<file path="src/design/eadc_defs.svh">
`ifndef EADC_DEFS_SVH
`define EADC_DEFS_SVH

// effective-address field positions in the operation word
`define EADC_EA_MODE_MSB 5
`define EADC_EA_MODE_LSB 3
`define EADC_EA_REG_MSB 2
`define EADC_EA_REG_LSB 0

// mode field codes
`define EADC_MF_DREG 3'h0
`define EADC_MF_AREG 3'h1
`define EADC_MF_IND 3'h2
`define EADC_MF_POST 3'h3
`define EADC_MF_PRE 3'h4
`define EADC_MF_D16 3'h5
`define EADC_MF_IDX 3'h6
`define EADC_MF_EXT 3'h7

// register field codes under mode 111
`define EADC_RF_ABSW 3'h0
`define EADC_RF_ABSL 3'h1
`define EADC_RF_PCD 3'h2
`define EADC_RF_PCI 3'h3
`define EADC_RF_IMM 3'h4

// brief extension word layout
`define EADC_IDX_DA_BIT 15
`define EADC_IDX_REG_MSB 14
`define EADC_IDX_REG_LSB 12
`define EADC_IDX_SC_MSB 10
`define EADC_IDX_SC_LSB 9
`define EADC_IDX_D8_MSB 7

// trap opcode: upper twelve bits, vector in the low four
`define EADC_TRAP_OP 12'h4e4
`define EADC_TRAP_VEC_W 4
// multiply-accumulate opcode line
`define EADC_MAC_LINE 4'ha
// long multiply opcode, extension bit that asks for a 64-bit result
`define EADC_MULL_OP 10'h130
`define EADC_MULL_64_BIT 10

// status word
`define EADC_SR_RESET 16'h2700
`define EADC_CCR_W 8

// pc-relative base lies one word past the operation word
`define EADC_PC_EXT_OFS 32'h0000_0002
// low half offsets inside a big-endian operand
`define EADC_LO_WORD_OFS 32'h0000_0002
`define EADC_LO_BYTE_OFS 32'h0000_0001

`endif

</file>
<file path="src/design/eadc_pkg.sv">
package eadc_pkg;

  typedef enum logic [1:0] {
    EADC_SZ_BYTE = 2'b00,
    EADC_SZ_WORD = 2'b01,
    EADC_SZ_LONG = 2'b10
  } eadc_size_t;

  typedef enum logic [3:0] {
    EADC_M_DREG = 4'b0000,
    EADC_M_AREG = 4'b0001,
    EADC_M_IND = 4'b0010,
    EADC_M_POST = 4'b0011,
    EADC_M_PRE = 4'b0100,
    EADC_M_D16 = 4'b0101,
    EADC_M_IDX = 4'b0110,
    EADC_M_PCD = 4'b0111,
    EADC_M_PCI = 4'b1000,
    EADC_M_ABSW = 4'b1001,
    EADC_M_ABSL = 4'b1010,
    EADC_M_IMM = 4'b1011,
    EADC_M_BAD = 4'b1111
  } eadc_mode_t;

  typedef enum logic [1:0] {
    EADC_S_IDLE = 2'b00,
    EADC_S_EXT = 2'b01,
    EADC_S_READ = 2'b10,
    EADC_S_CALC = 2'b11
  } eadc_state_t;

  typedef struct packed {
    logic data;
    logic memory;
    logic control;
    logic alterable;
    logic alt_mem;
    logic data_alt;
  } eadc_cat_t;

  typedef struct packed {
    logic valid;
    logic [15:0] word;
    eadc_size_t size;
    logic [31:0] pc;
  } eadc_fetch_t;

  typedef struct packed {
    logic en;
    logic [3:0] addr;
    logic [31:0] data;
  } eadc_regwr_t;

  typedef struct packed {
    logic word_en;
    logic byte_en;
    logic [15:0] data;
  } eadc_pswwr_t;

  typedef struct packed {
    logic valid;
    eadc_mode_t mode;
    eadc_cat_t cat;
    logic is_mem;
    logic is_reg;
    logic is_imm;
    logic [31:0] addr;
    logic [31:0] lo_addr;
    logic [31:0] value;
  } eadc_result_t;

  typedef struct packed {
    logic valid;
    logic trap;
    logic [3:0] trap_vec;
    logic mac;
    logic unsupported;
  } eadc_opinfo_t;

endpackage

</file>
<file path="src/design/eadc_regfile.sv">
`timescale 1ns/10ps
module eadc_regfile #(
  parameter int DEPTH = 16,
  parameter int WIDTH = 32,
  parameter int AW = 4
) (
  input wire logic clk,
  input wire logic resetn,
  input wire logic wr_en,
  input wire logic [AW-1:0] wr_addr,
  input wire logic [WIDTH-1:0] wr_data,
  input wire logic [AW-1:0] rd_a_addr,
  input wire logic [AW-1:0] rd_b_addr,
  output logic [WIDTH-1:0] rd_a_data,
  output logic [WIDTH-1:0] rd_b_data
);
  logic [WIDTH-1:0] mem_q [DEPTH];

  // registered read ports
  always_ff @(posedge clk or negedge resetn) begin
    if (!resetn) begin
      rd_a_data <= '0;
      rd_b_data <= '0;
    end else begin
      rd_a_data <= mem_q[rd_a_addr];
      rd_b_data <= mem_q[rd_b_addr];
    end
  end

  always_ff @(posedge clk) begin
    if (wr_en) begin
      mem_q[wr_addr] <= wr_data;
    end
  end
endmodule

</file>
<file path="src/design/eadc_decoder.sv">
`timescale 1ns/10ps
`include "eadc_defs.svh"
module eadc_decoder
  import eadc_pkg::*;
(
  input wire logic clk,
  input wire logic resetn,
  input eadc_fetch_t fetch,
  output logic fetch_ready,
  input eadc_regwr_t reg_wr,
  input eadc_pswwr_t psw_wr,
  output eadc_result_t result,
  output eadc_regwr_t reg_upd,
  output eadc_opinfo_t op_info,
  output logic [15:0] proc_status_word,
  output logic [7:0] cond_flags_byte
);

  typedef struct packed {
    eadc_state_t st;
    logic rdy;
    logic [15:0] op;
    eadc_size_t size;
    logic [31:0] pc;
    eadc_mode_t mode;
    logic [1:0] words_left;
    logic mulchk;
    logic [31:0] ext;
    eadc_result_t res;
    eadc_regwr_t upd;
    eadc_opinfo_t info;
    logic [15:0] psw;
  } eadc_reg_t;

  eadc_reg_t s_q;
  eadc_reg_t s_d;
  logic [31:0] rd_a;
  logic [31:0] rd_b;
  logic [3:0] rd_a_addr;
  logic [3:0] rd_b_addr;

  function automatic eadc_mode_t mode_of(input logic [5:0] ea);
    logic [2:0] mf;
    logic [2:0] rf;
    eadc_mode_t m;
    mf = ea[`EADC_EA_MODE_MSB:`EADC_EA_MODE_LSB];
    rf = ea[`EADC_EA_REG_MSB:`EADC_EA_REG_LSB];
    m = EADC_M_BAD;
    unique case (mf)
      `EADC_MF_DREG: m = EADC_M_DREG;
      `EADC_MF_AREG: m = EADC_M_AREG;
      `EADC_MF_IND: m = EADC_M_IND;
      `EADC_MF_POST: m = EADC_M_POST;
      `EADC_MF_PRE: m = EADC_M_PRE;
      `EADC_MF_D16: m = EADC_M_D16;
      `EADC_MF_IDX: m = EADC_M_IDX;
      `EADC_MF_EXT: begin
        unique case (rf)
          `EADC_RF_PCD: m = EADC_M_PCD;
          `EADC_RF_PCI: m = EADC_M_PCI;
          `EADC_RF_ABSW: m = EADC_M_ABSW;
          `EADC_RF_ABSL: m = EADC_M_ABSL;
          `EADC_RF_IMM: m = EADC_M_IMM;
          default: m = EADC_M_BAD;
        endcase
      end
    endcase
    return m;
  endfunction

  function automatic eadc_cat_t cat_of(input eadc_mode_t m);
    eadc_cat_t c;
    c = '0;
    unique case (m)
      EADC_M_DREG: c = '{data: 1'b1, alterable: 1'b1, default: 1'b0};
      EADC_M_AREG: c = '{alterable: 1'b1, default: 1'b0};
      EADC_M_IND, EADC_M_D16, EADC_M_IDX: c = '{default: 1'b1};
      EADC_M_POST, EADC_M_PRE: c = '{control: 1'b0, default: 1'b1};
      EADC_M_PCD, EADC_M_PCI, EADC_M_ABSW, EADC_M_ABSL:
        c = '{data: 1'b1, memory: 1'b1, control: 1'b1, default: 1'b0};
      EADC_M_IMM: c = '{data: 1'b1, memory: 1'b1, default: 1'b0};
      default: c = '0;
    endcase
    c.alt_mem = c.alterable & c.memory;
    c.data_alt = c.data & c.alterable;
    return c;
  endfunction

  function automatic logic [1:0] ext_words(input eadc_mode_t m, input eadc_size_t sz);
    logic [1:0] n;
    n = 2'h0;
    unique case (m)
      EADC_M_D16, EADC_M_IDX, EADC_M_PCD, EADC_M_PCI, EADC_M_ABSW: n = 2'h1;
      EADC_M_ABSL: n = 2'h2;
      EADC_M_IMM: n = (sz == EADC_SZ_LONG) ? 2'h2 : 2'h1;
      default: n = 2'h0;
    endcase
    return n;
  endfunction

  function automatic logic removed_op(input logic [15:0] op);
    logic bcd;
    logic bfld;
    logic rot;
    logic dbra;
    bcd = ((op[15:12] == 4'hc) || (op[15:12] == 4'h8)) && (op[8:4] == 5'h10);
    bfld = (op[15:11] == 5'h1d) && (op[7:6] == 2'h3);
    rot = (op[15:12] == 4'he) && (((op[7:6] != 2'h3) && (op[4:3] == 2'h3)) ||
          ((op[7:6] == 2'h3) && (op[11:9] == 3'h3)));
    dbra = (op[15:12] == 4'h5) && (op[7:3] == 5'h19);
    return bcd | bfld | rot | dbra;
  endfunction

  function automatic logic [31:0] size_bytes(input eadc_size_t sz);
    logic [31:0] b;
    b = 32'h0000_0001;
    unique case (sz)
      EADC_SZ_BYTE: b = 32'h0000_0001;
      EADC_SZ_WORD: b = 32'h0000_0002;
      EADC_SZ_LONG: b = 32'h0000_0004;
      default: b = 32'h0000_0001;
    endcase
    return b;
  endfunction

  always_comb begin
    logic [31:0] d16;
    logic [31:0] d8;
    logic [31:0] idx;
    logic [31:0] base;
    logic [31:0] ea;
    logic [1:0] sc;
    eadc_mode_t m;
    s_d = s_q;
    s_d.res.valid = 1'b0;
    s_d.upd.en = 1'b0;
    s_d.info.valid = 1'b0;
    d16 = {{16{s_q.ext[15]}}, s_q.ext[15:0]};
    d8 = {{24{s_q.ext[`EADC_IDX_D8_MSB]}}, s_q.ext[7:0]};
    sc = s_q.ext[`EADC_IDX_SC_MSB:`EADC_IDX_SC_LSB];
    idx = (sc == 2'h3) ? rd_b : (rd_b << sc);
    base = (s_q.mode == EADC_M_PCD || s_q.mode == EADC_M_PCI) ? (s_q.pc + `EADC_PC_EXT_OFS) : rd_a;
    ea = base;
    m = mode_of(fetch.word[5:0]);

    unique case (s_q.st)
      EADC_S_IDLE: begin
        if (fetch.valid) begin
          s_d.op = fetch.word;
          s_d.size = fetch.size;
          s_d.pc = fetch.pc;
          s_d.mode = m;
          s_d.ext = '0;
          s_d.info.valid = 1'b1;
          s_d.info.trap = (fetch.word[15:4] == `EADC_TRAP_OP);
          s_d.info.trap_vec = fetch.word[`EADC_TRAP_VEC_W-1:0];
          s_d.info.mac = (fetch.word[15:12] == `EADC_MAC_LINE);
          s_d.info.unsupported = removed_op(fetch.word);
          s_d.mulchk = (fetch.word[15:6] == `EADC_MULL_OP);
          s_d.words_left = ext_words(m, fetch.size);
          if (removed_op(fetch.word) || s_d.info.trap || s_d.info.mac) begin
            s_d.st = EADC_S_IDLE;
          end else if (s_d.mulchk || s_d.words_left != 2'h0) begin
            s_d.st = EADC_S_EXT;
          end else begin
            s_d.st = EADC_S_READ;
          end
        end
      end
      EADC_S_EXT: begin
        if (fetch.valid) begin
          if (s_q.mulchk) begin
            s_d.mulchk = 1'b0;
            if (fetch.word[`EADC_MULL_64_BIT]) begin
              s_d.info.valid = 1'b1;
              s_d.info.unsupported = 1'b1;
              s_d.st = EADC_S_IDLE;
            end else if (s_q.words_left == 2'h0) begin
              s_d.st = EADC_S_READ;
            end
          end else begin
            s_d.ext = {s_q.ext[15:0], fetch.word};
            s_d.words_left = s_q.words_left - 2'h1;
            if (s_q.words_left == 2'h1) begin
              s_d.st = EADC_S_READ;
            end
          end
        end
      end
      EADC_S_READ: begin
        s_d.st = EADC_S_CALC;
      end
      EADC_S_CALC: begin
        unique case (s_q.mode)
          EADC_M_PRE: ea = rd_a - size_bytes(s_q.size);
          EADC_M_D16, EADC_M_PCD: ea = base + d16;
          EADC_M_IDX, EADC_M_PCI: ea = base + d8 + idx;
          EADC_M_ABSW: ea = d16;
          EADC_M_ABSL: ea = s_q.ext;
          default: ea = base;
        endcase
        s_d.res.valid = 1'b1;
        s_d.res.mode = s_q.mode;
        s_d.res.cat = cat_of(s_q.mode);
        s_d.res.is_reg = (s_q.mode == EADC_M_DREG) || (s_q.mode == EADC_M_AREG);
        s_d.res.is_imm = (s_q.mode == EADC_M_IMM);
        s_d.res.is_mem = !s_d.res.is_reg && !s_d.res.is_imm && (s_q.mode != EADC_M_BAD);
        s_d.res.addr = s_d.res.is_mem ? ea : '0;
        s_d.res.lo_addr = '0;
        if (s_d.res.is_mem && s_q.size == EADC_SZ_LONG) begin
          s_d.res.lo_addr = ea + `EADC_LO_WORD_OFS;
        end else if (s_d.res.is_mem && s_q.size == EADC_SZ_WORD) begin
          s_d.res.lo_addr = ea + `EADC_LO_BYTE_OFS;
        end
        unique case (s_q.size)
          EADC_SZ_BYTE: s_d.res.value = {24'h00_0000, s_q.ext[7:0]};
          EADC_SZ_WORD: s_d.res.value = {16'h0000, s_q.ext[15:0]};
          default: s_d.res.value = s_q.ext;
        endcase
        if (s_d.res.is_reg) begin
          s_d.res.value = rd_a;
        end else if (!s_d.res.is_imm) begin
          s_d.res.value = '0;
        end
        if (s_q.mode == EADC_M_POST || s_q.mode == EADC_M_PRE) begin
          s_d.upd.en = 1'b1;
          s_d.upd.addr = {1'b1, s_q.op[`EADC_EA_REG_MSB:`EADC_EA_REG_LSB]};
          s_d.upd.data = (s_q.mode == EADC_M_PRE) ? ea : (rd_a + size_bytes(s_q.size));
        end
        s_d.st = EADC_S_IDLE;
      end
    endcase
    s_d.rdy = (s_d.st == EADC_S_IDLE) || (s_d.st == EADC_S_EXT);

    if (psw_wr.word_en) begin
      s_d.psw = psw_wr.data;
    end else if (psw_wr.byte_en) begin
      s_d.psw[`EADC_CCR_W-1:0] = psw_wr.data[`EADC_CCR_W-1:0];
    end
  end

  // base register: data or address bank from mode; index bank from extension word
  assign rd_a_addr = {(s_q.mode != EADC_M_DREG), s_q.op[`EADC_EA_REG_MSB:`EADC_EA_REG_LSB]};
  assign rd_b_addr = {s_q.ext[`EADC_IDX_DA_BIT], s_q.ext[`EADC_IDX_REG_MSB:`EADC_IDX_REG_LSB]};

  eadc_regfile #(
    .DEPTH(16),
    .WIDTH(32),
    .AW(4)
  ) u_regs (
    .clk(clk),
    .resetn(resetn),
    .wr_en(reg_wr.en),
    .wr_addr(reg_wr.addr),
    .wr_data(reg_wr.data),
    .rd_a_addr(rd_a_addr),
    .rd_b_addr(rd_b_addr),
    .rd_a_data(rd_a),
    .rd_b_data(rd_b)
  );

  always_ff @(posedge clk or negedge resetn) begin
    if (!resetn) begin
      s_q <= '0;
      s_q.st <= EADC_S_IDLE;
      s_q.rdy <= 1'b1;
      s_q.mode <= EADC_M_BAD;
      s_q.psw <= `EADC_SR_RESET;
    end else begin
      s_q <= s_d;
    end
  end

  assign fetch_ready = s_q.rdy;
  assign result = s_q.res;
  assign reg_upd = s_q.upd;
  assign op_info = s_q.info;
  assign proc_status_word = s_q.psw;
  assign cond_flags_byte = s_q.psw[`EADC_CCR_W-1:0];
endmodule

</file>
<file path="config.mk">
export PLATFORM = sky130hd
export DESIGN_NAME = eadc_decoder
export DESIGN_NICKNAME = d
export VERILOG_FILES = /design/src/design/eadc_pkg.sv /design/src/design/eadc_regfile.sv /design/src/design/eadc_decoder.sv
export VERILOG_INCLUDE_DIRS = /design/src /design/src/design
export SDC_FILE = /design/constraint.sdc
export NUM_CORES = 2
export LEC_CHECK = 0
export BUFFER_PORTS_ARGS = -buffer_cell sky130_fd_sc_hd__buf_4
export CAP_MARGIN = 30
export CORE_ASPECT_RATIO = 1.4
export CORE_MARGIN = 2
export CORE_UTILIZATION = 45
export CTS_CLUSTER_SIZE = 24
export DETAILED_ROUTE_END_ITERATION = 8
export SLEW_MARGIN = 10
export SYNTH_ARGS = -nofsm -noshare
export SYNTH_HDL_FRONTEND = slang
export SYNTH_SLANG_ARGS = --single-unit
</file>
<file path="constraint.sdc">
create_clock -name clk -period 6.2 [get_ports clk]
set_clock_uncertainty 0.2 [all_clocks]
set_input_delay 0 -clock clk [delete_from_list [all_inputs] [get_ports clk]]
set_output_delay 0 -clock clk [all_outputs]
set_load 0.05 [all_outputs]
</file>
==> summary.txt <==
Clock network
  • Maximum buffer depth of the clock tree: 3
  • TritonCTS sink count: around 820
  • Number of CTS-inserted buffers: 83
  • Clock network latency to the later pin of the worst-skew pair: roughly 0.7 ns
  • Deepest level of the CTS H-tree: 3
  • TritonCTS clock tree: yes
  • Clock transition at path regs: around 0.070 ns
  • Root buffer cell: sky130_fd_sc_hd__clkbuf_16

Power and ir drop
  • Worst IR Drop VDD: around 0.35 mV
  • Internal power: roughly 17 mW
  • Combinational power share: 0.613
  • Switching Share: 0.485
  • Power per cell area: about 600 nW/um2
  • Net Sw Power: around 16 mW
  • Proportion of power drawn by flip-flops and latches: 0.235
  • Overall power after layout: between 30 and 40 mW
  • Clock share of power: 0.152
  • Standby leakage power: between 20 and 25 nW

Yosys
  • Syn avg cell area: ~12 um2
  • Primary FF master, synth: sky130_fd_sc_hd__edfxtp_1
  • Area share of the largest cell type after synthesis: 0.329
  • Number of enable-type register cells in the synthesized netlist: 512
  • Synth Warn #: 0
  • Number of distinct standard cells referenced by the synthesized netlist: between 100 and 150
  • Mapped cell area: ~47000 um2
  • Net count after synthesis: just over 4000
  • Number of synthesized register bits: between 800 and 900
  • Top cells by area, synth: sky130_fd_sc_hd__edfxtp_1, sky130_fd_sc_hd__dfrtp_1, sky130_fd_sc_hd__mux4_2
  • Most used standard cells in the synthesized netlist: sky130_fd_sc_hd__edfxtp_1, sky130_fd_sc_hd__nand2_1, sky130_fd_sc_hd__mux4_2
  • Synthesized instance count: 3834
  • Dominant cell type by area after synthesis: sky130_fd_sc_hd__edfxtp_1
  • Sequential cell area fraction in the yosys report: 0.496
  • Most instantiated library cell after synthesis: sky130_fd_sc_hd__edfxtp_1
  • Fraction of synthesis flops using an asynchronous set or reset pin: 0.378

Global route
  • Grt ovf: 0
  • Number of antenna violations at the first check in global routing: 8
  • Wire length of the first global-routing pass: between 200 and 250 mm
  • Largest net degree at the start of global routing: 124
  • Global-route usage over all layers: 0.291
  • Number of global-route vias before repair: approximately 35000

Layout
  • Final core utilization: 0.533
  • Number of nets in the final layout: ~4400
  • Final cell count without fillers: roughly 5600
  • Area of all sequential standard cells: 23200 um2
  • Area of combinational cells with multiple inputs: ~21000 um2
  • Fraction of layout instances using a drive strength above 1: 0.249
  • Count of filler cells inserted in the layout: a little under 9000
  • Synth-to-layout area growth: 17.3%

Critical path
  • Worst-path fanout max: 14
  • Type of element launching the critical path: flop
  • Startpoint of the worst register-to-register path: s_q[208]$_DFFE_PN1P_
  • Worst R2R End: result[57]$_DFFE_PN0P_
  • CP Data Required Time: ~6.6 ns
  • Reg-to-reg slack, setup: around 0.25 ns
  • FF-to-FF path depth: 20
  • CP endpoint kind: flop
  • Data arrival time of the critical path: 6.32 ns
  • Crit path kind: flop to flop

Place
  • Pre-CTS setup slack: between 0.07 and 0.08 ns
  • Inst Count DP: ~5200
  • HPWL after detailed placement: ~100 mm
  • Routability-driven placement congestion ratio: ~1
  • Buffers added on ports: roughly 290

Routing
  • Average routed wire per standard cell: between 20 and 30 um
  • DRC: 0
  • Aggregate routed wire length: around 150 mm
  • Number of iterations in the first detailed-routing pass: 6
  • Antenna violation net count after detailed routing: 0
  • Vias: 34400
  • Initial detailed-routing violation count: 3617
  • Via/cell ratio: roughly 6

STA
  • Minimum clock period after layout: approximately 6 ns
  • Number of hold violations in the final report: 0
  • Final setup margin: between 0.2 and 0.3 ns
  • Number of pins with negative max-slew slack in the final report: 0
  • Endpoints failing setup: 0
  • Period utilisation layout: 0.959
  • Highest achievable clock rate: roughly 0.17 GHz
  • Tightest Pin Transition: 0.954 ns
  • WHS: 0.0458 ns
  • Rel. slew slack: 0.364

Worst hold path
  • Worst Hold Endpoint: u_regs.mem_q[1][31]$_DFFE_PP_
  • Hold wc startpoint: reg_wr[31]
  • Hold-critical path depth: 2
  • Min-delay worst type: input port to flop

Die
  • Width of the die: ~280 um
  • Full die area: ~110000 um2
  • FP Rows: about 140
  • Core area: roughly 100000 um2
  • Initial standard-cell utilization of the core: 0.454
  • Floorplan die height: between 300 and 400 um
  • I/O pin cnt: around 290

Outcome
  • Outcome: completed

Run
  • Max Cap Violations: 0
## kinds of logic after synthesis
kind of cell    synth area share
flops                      0.496
buf+inv                   0.0585
xor+xnor                  0.0189
mux                        0.165
fa+ha+maj                 0.0358
simple gates               0.113
compound gates             0.112
## repair_timing
item,in CTS,in global routing
hold buffers,219,0
buffers inserted,0,4
setup endpoints to repair,0,15
gates resized for setup,0,33
endpoints found under the hold margin,885,0
## layer usage
metal,GRT usage,vias to the layer above,part of all wire
met5,0,-,0.00030
met4,0.152,8,0.055
met2,0.508,1507,0.50
met1,0.353,17400,0.38
li1,-,15100,-
met3,0.0407,388,0.063
## cell type report
| class | count | share of cell area |
|---|---|---|
| tap | 1339 | 0.0306 |
| clock inverter | 40 | 0.00790 |
| multi-input combinational | 2489 | 0.385 |
| inverter | 80 | 0.00548 |
| timing repair buffer | 678 | 0.106 |
| clock buffer | 109 | 0.0420 |
| antenna | 5 | 0.000228 |
| sequential | 823 | 0.423 |
## worst max path at each step
stage                         startpoint                      to  slack, ns  depth (start not counted)
floorplan           s_q[180]$_DFFE_PN0P_  result[57]$_DFFE_PN0P_       0.47                         21
global placement    s_q[211]$_DFFE_PN0P_  result[63]$_DFFE_PN0P_       0.14                         23
detailed placement  s_q[211]$_DFFE_PN0P_  result[63]$_DFFE_PN0P_       0.08                         23
CTS                 s_q[211]$_DFFE_PN0P_  result[63]$_DFFE_PN0P_       0.04                         23
global route        s_q[215]$_DFFE_PN0P_  result[62]$_DFFE_PN0P_      -0.03                         23
finish              s_q[208]$_DFFE_PN1P_  result[57]$_DFFE_PN0P_       0.25                         20
## sequential cells by signal (all words and copies together) (netlist names), 2 cells and up
register	count
op_info	6
proc_status_word	16
rd_a_addr	2
rd_b_addr	4
reg_upd	37
result	110
s_q	71
u_regs.mem_q	512
u_regs.rd_a_data	32
u_regs.rd_b_data	32
## cell usage in the layout (no fill, tap or decap), types with 35 or more instances in the layout
cell and instances:
sky130_fd_sc_hd__dlygate4sd3_1 218, sky130_fd_sc_hd__nor3_1 50, sky130_fd_sc_hd__mux4_2 320, sky130_fd_sc_hd__xnor2_1 61, sky130_fd_sc_hd__o21ai_0 273, sky130_fd_sc_hd__nand2b_1 50
sky130_fd_sc_hd__buf_4 445, sky130_fd_sc_hd__xor2_1 40, sky130_fd_sc_hd__and3_1 36, sky130_fd_sc_hd__nand4_1 52, sky130_fd_sc_hd__nor2_1 215, sky130_fd_sc_hd__nand2_1 452
sky130_fd_sc_hd__clkbuf_16 86, sky130_fd_sc_hd__a21oi_1 156, sky130_fd_sc_hd__fa_1 35, sky130_fd_sc_hd__ha_1 75, sky130_fd_sc_hd__o211ai_1 36, sky130_fd_sc_hd__edfxtp_1 512
sky130_fd_sc_hd__nand3_1 70, sky130_fd_sc_hd__inv_1 77, sky130_fd_sc_hd__dfrtp_1 293
## critical path, cell delays in order (launching register included)
cell                        delay, ns
sky130_fd_sc_hd__dfstp_2         0.58
sky130_fd_sc_hd__nand2b_1        0.13
sky130_fd_sc_hd__o22ai_4         0.30
sky130_fd_sc_hd__buf_4           0.29
sky130_fd_sc_hd__nor2_1          0.06
sky130_fd_sc_hd__a21oi_1         0.19
sky130_fd_sc_hd__inv_1           0.09
sky130_fd_sc_hd__fa_1            0.51
sky130_fd_sc_hd__inv_1           0.04
sky130_fd_sc_hd__ha_1            0.35
sky130_fd_sc_hd__a21oi_1         0.23
sky130_fd_sc_hd__o21ai_0         0.24
sky130_fd_sc_hd__a22o_1          0.27
sky130_fd_sc_hd__a211oi_4        0.45
sky130_fd_sc_hd__xnor2_1         0.22
sky130_fd_sc_hd__a2111oi_0       0.17
sky130_fd_sc_hd__a21oi_2         0.22
sky130_fd_sc_hd__nand3_2         0.20
sky130_fd_sc_hd__or3_1           0.44
sky130_fd_sc_hd__o41a_1          0.39
sky130_fd_sc_hd__o41ai_2         0.28
## power groups by stage
| stage | Sequential [mW] | Clock (mW) | Combinational, mW |
|---|---|---|---|
| floorplan | 7.40 | 0 | 14.3 |
| global placement | 7.97 | 0 | 19.7 |
| detailed placement | 7.99 | 0 | 19.8 |
| CTS | 7.88 | 5.19 | 20.0 |
| global route | 8.00 | 5.39 | 22.1 |
| finish | 7.90 | 5.11 | 20.6 |
## stage by stage
| stage | TNS, ns | cell area (um2) |
|---|---|---|
| 2_1_floorplan | 0 | 46700 |
| 3_3_place_gp | 0 | 49600 |
| 3_5_place_dp | 0 | 49600 |
| 4_1_cts | 0 | 54500 |
| 5_1_grt | -0.0526 | 54800 |
| 6_report | 0 | 54800 |
Note: power is estimated with default switching activity, not from simulation.
